==> src/ipb_pkg.sv <==
`default_nettype none
package ipb_pkg;
    // sizes of the bank
    localparam int IPB_NUM_SRC = 12;
    localparam int IPB_NUM_REG = 3;
    localparam int IPB_LANES = 4;
    localparam int IPB_LANE_W = 8;
    localparam int IPB_FIELD_W = 5;
    localparam int IPB_ADDR_W = 8;
    localparam int IPB_DATA_W = 32;
    localparam int IPB_IDX_W = 4;

    // register byte offsets
    localparam logic [7:0] IPB_OFF_CTRL0 = 8'h00;
    localparam logic [7:0] IPB_OFF_CTRL1 = 8'h04;
    localparam logic [7:0] IPB_OFF_CTRL2 = 8'h08;
    localparam logic [7:0] IPB_OFF_STATUS = 8'h0c;
    localparam logic [7:0] IPB_OFF_CTRL [IPB_NUM_REG] =
        '{IPB_OFF_CTRL0, IPB_OFF_CTRL1, IPB_OFF_CTRL2};

    // field layout inside one byte lane
    localparam int IPB_SUB_LSB = 0;
    localparam int IPB_PRIO_LSB = 2;

    // status register layout
    localparam int IPB_STAT_IDX_LSB = 0;
    localparam int IPB_STAT_VALID_BIT = 7;
    localparam int IPB_STAT_LVL_LSB = 8;

    // reset values
    localparam logic [2:0] IPB_PRIO_OFF = 3'h0;
    localparam logic [1:0] IPB_SUB_RST = 2'h0;
    localparam logic [31:0] IPB_RDATA_IDLE = 32'h0000_0000;

    // source numbering: register index times four plus byte lane
    localparam int IPB_SRC_CORE_TICK = 0;
    localparam int IPB_SRC_SOFT_A = 1;
    localparam int IPB_SRC_SOFT_B = 2;
    localparam int IPB_SRC_EXT_A = 3;
    localparam int IPB_SRC_TMR_A = 4;
    localparam int IPB_SRC_IN_CAP_A = 5;
    localparam int IPB_SRC_OUT_CMP_A = 6;
    localparam int IPB_SRC_EXT_B = 7;
    localparam int IPB_SRC_TMR_B = 8;
    localparam int IPB_SRC_IN_CAP_B = 9;
    localparam int IPB_SRC_OUT_CMP_B = 10;
    localparam int IPB_SRC_EXT_C = 11;

    typedef struct packed {
        logic [2:0] prio;
        logic [1:0] subprio;
    } ipb_level_type;

    typedef struct packed {
        logic valid;
        logic [IPB_IDX_W-1:0] idx;
        ipb_level_type level;
    } ipb_winner_type;

    localparam ipb_level_type IPB_LEVEL_RST = '{IPB_PRIO_OFF, IPB_SUB_RST};
endpackage
`default_nettype wire

==> src/ipb_prio_bank.sv <==
`timescale 1ns/100ps
`default_nettype none
module ipb_prio_bank
    import ipb_pkg::*;
(
    input wire logic clk,
    input wire logic arst_n,
    input wire logic [IPB_ADDR_W-1:0] regAddr,
    input wire logic [IPB_DATA_W-1:0] regWdata,
    input wire logic regWr,
    input wire logic regRd,
    output logic [IPB_DATA_W-1:0] regRdata,
    input wire logic [IPB_NUM_SRC-1:0] srcPending,
    output ipb_level_type coreTick,
    output ipb_level_type softIrqA,
    output ipb_level_type softIrqB,
    output ipb_level_type extIrqA,
    output ipb_level_type tmrA,
    output ipb_level_type inCapA,
    output ipb_level_type outCmpA,
    output ipb_level_type extIrqB,
    output ipb_level_type tmrB,
    output ipb_level_type inCapB,
    output ipb_level_type outCmpB,
    output ipb_level_type extIrqC,
    output ipb_winner_type winner
);
    typedef struct packed {
        logic [IPB_DATA_W-1:0] rdata;
        ipb_winner_type win;
    } ipb_bank_state_type;

    ipb_bank_state_type state_q;
    ipb_bank_state_type state_d;
    ipb_level_type lvl [IPB_NUM_SRC];
    logic [IPB_DATA_W-1:0] ctrlWord [IPB_NUM_REG];
    logic [IPB_DATA_W-1:0] statusWord;

    // one slot per source; source number = register*4 + byte lane
    for (genvar i = 0; i < IPB_NUM_SRC; i++) begin : gSlot
        localparam int REG = i / IPB_LANES;
        localparam int LANE = i % IPB_LANES;
        logic slotWr;
        // upper three bits of each lane never reach the slot
        assign slotWr = regWr && (regAddr == IPB_OFF_CTRL[REG]);
        ipb_level_slot uSlot (
            .clk(clk),
            .arst_n(arst_n),
            .wrEn(slotWr),
            .wrField(regWdata[LANE*IPB_LANE_W +: IPB_FIELD_W]),
            .level(lvl[i])
        );
    end

    // readback words, unimplemented bits forced to zero
    for (genvar r = 0; r < IPB_NUM_REG; r++) begin : gWord
        for (genvar l = 0; l < IPB_LANES; l++) begin : gLane
            assign ctrlWord[r][l*IPB_LANE_W +: IPB_LANE_W] =
                {3'h0, lvl[r*IPB_LANES + l]};
        end
    end

    // status shows the arbiter's current pick
    always_comb begin
        statusWord = '0;
        statusWord[IPB_STAT_IDX_LSB +: IPB_IDX_W] = state_q.win.idx;
        statusWord[IPB_STAT_VALID_BIT] = state_q.win.valid;
        statusWord[IPB_STAT_LVL_LSB +: IPB_FIELD_W] = state_q.win.level;
    end

    // next state: read mux and arbitration
    always_comb begin
        logic found;
        ipb_level_type best;
        logic [IPB_IDX_W-1:0] bestIdx;
        found = 1'b0;
        best = IPB_LEVEL_RST;
        bestIdx = '0;
        state_d = state_q;
        // read data stand only in the cycle after the strobe
        state_d.rdata = IPB_RDATA_IDLE;
        if (regRd) begin
            case (regAddr)
                IPB_OFF_CTRL0: state_d.rdata = ctrlWord[0];
                IPB_OFF_CTRL1: state_d.rdata = ctrlWord[1];
                IPB_OFF_CTRL2: state_d.rdata = ctrlWord[2];
                IPB_OFF_STATUS: state_d.rdata = statusWord;
                default: state_d.rdata = IPB_RDATA_IDLE;
            endcase
        end
        // strict compare: on a full tie the lower source number wins
        for (int i = 0; i < IPB_NUM_SRC; i++) begin
            if (srcPending[i] && lvl[i].prio != IPB_PRIO_OFF) begin
                if (!found || lvl[i] > best) begin
                    found = 1'b1;
                    best = lvl[i];
                    bestIdx = IPB_IDX_W'(i);
                end
            end
        end
        state_d.win.valid = found;
        state_d.win.idx = bestIdx;
        state_d.win.level = best;
    end

    // registered so outputs are clean flops
    always_ff @(posedge clk or negedge arst_n) begin
        if (!arst_n) begin
            state_q.rdata <= IPB_RDATA_IDLE;
            state_q.win <= '0;
        end else begin
            state_q <= state_d;
        end
    end

    assign regRdata = state_q.rdata;
    assign winner = state_q.win;

    // levels shown at the outputs continuously
    assign extIrqA = lvl[IPB_SRC_EXT_A];
    assign softIrqB = lvl[IPB_SRC_SOFT_B];
    assign softIrqA = lvl[IPB_SRC_SOFT_A];
    assign coreTick = lvl[IPB_SRC_CORE_TICK];
    assign extIrqB = lvl[IPB_SRC_EXT_B];
    assign outCmpA = lvl[IPB_SRC_OUT_CMP_A];
    assign inCapA = lvl[IPB_SRC_IN_CAP_A];
    assign tmrA = lvl[IPB_SRC_TMR_A];
    assign extIrqC = lvl[IPB_SRC_EXT_C];
    assign outCmpB = lvl[IPB_SRC_OUT_CMP_B];
    assign inCapB = lvl[IPB_SRC_IN_CAP_B];
    assign tmrB = lvl[IPB_SRC_TMR_B];
endmodule // ipb_prio_bank
`default_nettype wire

==> src/ipb_level_slot.sv <==
`timescale 1ns/100ps
`default_nettype none
module ipb_level_slot
    import ipb_pkg::*;
(
    input wire logic clk,
    input wire logic arst_n,
    input wire logic wrEn,
    input wire logic [IPB_FIELD_W-1:0] wrField,
    output ipb_level_type level
);
    typedef struct packed {
        ipb_level_type level;
    } ipb_slot_state_type;

    ipb_slot_state_type state_q;
    ipb_slot_state_type state_d;

    // software write replaces the whole field
    always_comb begin
        state_d = state_q;
        if (wrEn) begin
            state_d.level.prio = wrField[IPB_PRIO_LSB +: 3];
            state_d.level.subprio = wrField[IPB_SUB_LSB +: 2];
        end
    end

    // power-on value leaves the source disabled
    always_ff @(posedge clk or negedge arst_n) begin
        if (!arst_n) begin
            state_q.level <= IPB_LEVEL_RST;
        end else begin
            state_q <= state_d;
        end
    end

    assign level = state_q.level;
endmodule // ipb_level_slot
`default_nettype wire

==> config.mk <==
export PLATFORM = sky130hd
export DESIGN_NAME = ipb_prio_bank
export DESIGN_NICKNAME = d
export VERILOG_FILES = /design/src/ipb_pkg.sv /design/src/ipb_prio_bank.sv /design/src/ipb_level_slot.sv
export SDC_FILE = /design/constraint.sdc
export NUM_CORES = 1
export LEC_CHECK = 0
export ABC_CLOCK_PERIOD_IN_PS = 28200
export BUFFER_PORTS_ARGS = -buffer_cell sky130_fd_sc_hd__buf_2
export CAP_MARGIN = 15
export CORE_UTILIZATION = 25
export DETAILED_ROUTE_END_ITERATION = 6
export PLACE_DENSITY = 0.46
export SLEW_MARGIN = 20
export SYNTH_ARGS = -nofsm -noshare
export SYNTH_HDL_FRONTEND = slang
export SYNTH_HIERARCHICAL = 1
export SYNTH_SLANG_ARGS = --single-unit
==> constraint.sdc <==
create_clock -name clk -period 28.2 [get_ports clk]
set_input_delay 5.64 -clock clk [delete_from_list [all_inputs] [get_ports clk]]
set_output_delay 5.64 -clock clk [all_outputs]
set_load 0.05 [all_outputs]
* Word-level counts from Yosys, hierarchy flattened
Cells that the tools add are included.
** Word-level totals
- Bits in registers :: 102
- Bits of input ports :: 56
- Output and inout bits :: 102
- Logic and storage cells :: 163
** Cells by class
- $lt $le $gt $ge :: 11
- Eq/ne operators :: 3
- Mux-type cells :: 70
- Reductions and logical operators :: 50
** Operator list (number)
- case mux 29 bit (4 select lines) :: 1
- 2-to-1 mux 5 bit :: 23
- 2-to-1 mux 4 bit :: 20
- > comparator 5 bit :: 11
- nonzero test 3 bit :: 12
- 2-to-1 mux 32 bit :: 1
- 2-to-1 mux 1 bit :: 25
- == test 8 x 4 -> 1 bit (second input constant) :: 2
- logical AND 1 bit :: 15
- logical NOT 1 bit :: 11
- logical OR 1 bit :: 11
- == test 8 x 3 -> 1 bit (second input constant) :: 1
- logical NOT 8 bit :: 1

* Longest topological paths before layout
- Depth in word-level cells :: 47
- Gate-level depth with buffers :: 99
- Mapped depth without buffers :: 94

* Modules after synthesis
The synthesis kept the hierarchy.
** Modules (own cells, without submodules)
- ipb_prio_bank :: times used 1, cells an instance 516, area each 4201.5 sq um
- ipb_level_slot :: times used 12, cells an instance 10, area each 181.4 sq um

* Least setup slack after synthesis
OpenSTA, ideal clock, no wires.
- Kind :: in2reg
- Start :: input srcPending[0]
- End :: register state_q, in the netlist winner[2]
- Setup time :: 0.119 ns
- Data arrival time :: 22.379 ns
- Data required time :: 28.081 ns
- Slack :: 5.703 ns
- Stages :: 95
- Path buffers :: 6
- Cell sequence :: o31a_1 nand2_1 ha_1 nor2b_1 o31ai_1 a211o_1 mux2i_1 inv_1 ha_1 a21oi_1 a21o_1 a21o_1 and2_1 clkbuf_1 mux2i_1 ha_1 o21ai_0 a21oi_1 [... 59 more ...] o21ai_0 inv_1 o22ai_1 nand2_1 nand2_1 clkbuf_1 a31oi_1 ha_1 nor2b_1 o21a_1 o21ai_0 nand2b_1 a21oi_1 a31oi_1 o21bai_1 clkbuf_1 mux2_2 o21a_1
** RTL lines
- start: declaration :: line ipb_prio_bank.sv:13 : input wire logic [IPB_NUM_SRC-1:0] srcPending,
- end signal: assignment :: line ipb_prio_bank.sv:112 : state_q <= state_d;
- end: declaration :: line ipb_prio_bank.sv:33 : ipb_bank_state_type state_q;

==> flow_summary.toml <==
[logic_synthesis]
synth_seq_cells = 91
synth_area_um2 = 6380
synth_cell_types = 69
yosysTopAreaCell = "dfrtp_1"
synth_cells = 636
synth_edf_count = 0
synthDominantCellAreaShare_pct = 35.7
avgSynthCellArea_um2 = 10.0
ys_top_cells_by_count = "dfrtp_1 (91), mux2_2 (76), nor2_1 (58), ha_1 (51), nand2_1 (39)"
ys_seq_area_share_pct = 35.7
synth_most_common_cell = "dfrtp_1"
yosys_warnings = 6
synthTopCellsByArea = "dfrtp_1 (36%), mux2_2 (13%), ha_1 (10%)"
synthArstFlopShare_pct = 100
synthFlopType = "dfrtp_1"

[setup_path]
endpoint_kind = "register"
crit_path_start_kind = "primary input"
cpMaxStageDelayCell = "o21bai_1"
slowest_delay_ns = 0.79
crit_type = "primary input to register"
path_delay_family = "compound AO/OA/AOI/OAI gates"
crit_path_end = "winner[1]"
critPathRequiredTime_ns = 28.41
crit_cells = 91
crit_top_cell = "ha_1"
worstPathArrival_ns = 25.92
critPathMaxFanout = 16
rr_startpoint = "gSlot[0].uSlot/level[3]"
rr_endpoint = "winner[1]"
r2r_cells = 90
crit_start = "srcPending[0]"
r2r_slack_ns = 7.39
worstPathBufferInverterCount = 5

[sta]
fin_worst_skew_ns = 0.0110
slew_violations = 0
fmax_ghz = 0.0389
hold_viol_final = 0
period_share_pct = 91.2
min_period_ns = 25.71
rsz0062_at_grt = "false"
finalSetupViolations = 0
hold_ws_ns = 0.591
fin_tns_setup_ns = 0
tightest_slew_ns = 1.01
max_slew_margin_pct = 32.3

[pwr]
p_leak_uw = 0.00396
p_total_uw = 467
powerDensity_nw_per_um2 = 60.6
switchingPower_uw = 184
pwr-share-comb_pct = 38.1
switching_share_pct = 39.4
power_frac_seq_pct = 33.3
clkPwrFrac_pct = 28.5
ir_drop_v = 0.0000275
internal-power_uw = 283

[global_route]
track_usage_pct = 17.3
gr-total-overflow = 0
grt_max_degree = 60
grt_pass1_wl_mm = 33.8
antenna_found_initial = 1
grt_pass1_vias = 5318

[drt]
avgRoutedWirePerCell_um = 20.3
firstDrtPassIters = 5
drc = 0
ant_nets = 0
viasPerCell = 5.00
wirelength_mm = 22.4
vias = 5524
first_iter_violations = 284

[clocking]
cts_tree = "built"
clk_pin_slew_ns = 0.07
cts_setup_buffers = 0
cts.repair.resized = 0
cts_buffers = 9
hold_buffers = 0
clockBufferDepth = 2
clock_latency_ns = 0.34
clock_sinks = 91
htreeDepth = 3
cts_root_buffer = "clkbuf_16"

[status]
outcome = "finished, final reports clean"

[cells_and_area]
fin_util_pct = 30.7
multi_input_comb_area_um2 = 3880
final_design_area_no_fill_um2 = 7710
seqCellArea_um2 = 2280
diodes = 0
post_route_cells_drive_above_1_share_pct = 32.7
final_nets = 876
fillerInstances = 2692
area_delta_synth_final_pct = 20.9

[placement]
port-buffer-count = 134
hpwl_mm = 17.3
gp_congestion = 0.831
place_area_um2 = 7390

[die]
die-area_um2 = 26200
die_y_um = 162
die_x_um = 162
rows = 58
io_pins = 158
core_um2 = 25100
initial_core_util_pct = 25.4

[min_path]
hp-class = "register to register"
worstHoldPathCells = 1

[job]
drv_cap = 0
## worst reg2reg max path: cells and delay by family, from the launching register on
family / cells / cell delay, ns
compound gates: 49 / 11.31
fa+ha+maj: 11 / 3.34
simple gates: 20 / 3.33
mux: 6 / 1.88
flops: 1 / 0.48
buf+inv: 4 / 0.30
## worst min path at each step
stage	endpoint	startpoint	slack, ns
6_report	gSlot[6].uSlot/level[0]	gSlot[6].uSlot/level[0]	0.59
5_1_grt	gSlot[6].uSlot/level[0]	gSlot[6].uSlot/level[0]	0.61
4_1_cts	gSlot[6].uSlot/level[0]	gSlot[6].uSlot/level[0]	0.59
3_5_place_dp	gSlot[6].uSlot/level[0]	gSlot[6].uSlot/level[0]	0.58
3_3_place_gp	gSlot[6].uSlot/level[0]	gSlot[6].uSlot/level[0]	0.58
2_1_floorplan	regRdata[7]	winner[9]	0.77
## cell usage in the layout (no fill, tap or decap), types with 4 or more instances in the layout
cell type / netlist / layout
conb_1: 1 / 11
mux2i_1: 21 / 21
o211a_1: 4 / 4
a21o_1: 8 / 8
mux2_2: 76 / 76
nand3_1: 12 / 12
o21ai_0: 25 / 25
ha_1: 51 / 51
o31ai_1: 6 / 6
buf_4: 11 / 6
mux2_4: 4 / 4
nor2_1: 58 / 58
inv_1: 29 / 29
dfrtp_1: 91 / 91
and2_1: 12 / 12
or2_2: 5 / 5
a31oi_1: 8 / 8
nand2b_1: 8 / 8
nand2_1: 39 / 39
o31a_1: 12 / 12
o21a_1: 14 / 14
clkbuf_16: 0 / 9
a21oi_1: 37 / 37
buf_2: 1 / 133
nor2b_1: 5 / 5
o21ai_1: 6 / 6
nor3_1: 4 / 4
and3_1: 14 / 14
a222oi_1: 6 / 6
## registers in the layout, summed over array words and instances (netlist names)
register,count
gSlot.uSlot/level,60
winner,10
regRdata,21
## cell families after synthesis
kind of cell	count (synthesis)	synth area share, %
other cells	1	0.0588
xor+xnor	2	0.275
fa+ha+maj	52	10.2
flops	91	35.7
compound gates	156	17.0
simple gates	173	13.7
mux	105	19.1
buf+inv	56	4.08
## through the flow
stage               std cells  setup WS, ns
CTS                      1104          2.58
global route             1104         0.494
detailed placement       1088          2.27
floorplan                 646          5.70
finish                   1104          2.49
global placement         1088          2.26
## layer usage
layer	wire [µm]	track usage, %
met1	11500	26.2
met2	9340	25.9
met3	1380	3.24
met4	121	2.49
met5	10	0
## power groups by stage
stage	sequential, µW	combinational, µW	clock (µW)
floorplan	186	101	0
global placement	159	177	0
detailed placement	159	178	0
CTS	156	178	138
global route	157	196	143
finish	156	178	133
## area by class of cell
class | instances | share of cell area [%]
repair buffers | 139 | 9.21
clock buffers | 9 | 2.92
multi-input cells | 499 | 50.3
well taps | 330 | 5.35
clock inverters | 7 | 1.28
inverters | 29 | 1.41
flip-flops and latches | 91 | 29.5
No activity file was read; power rests on OpenSTA's default activity.
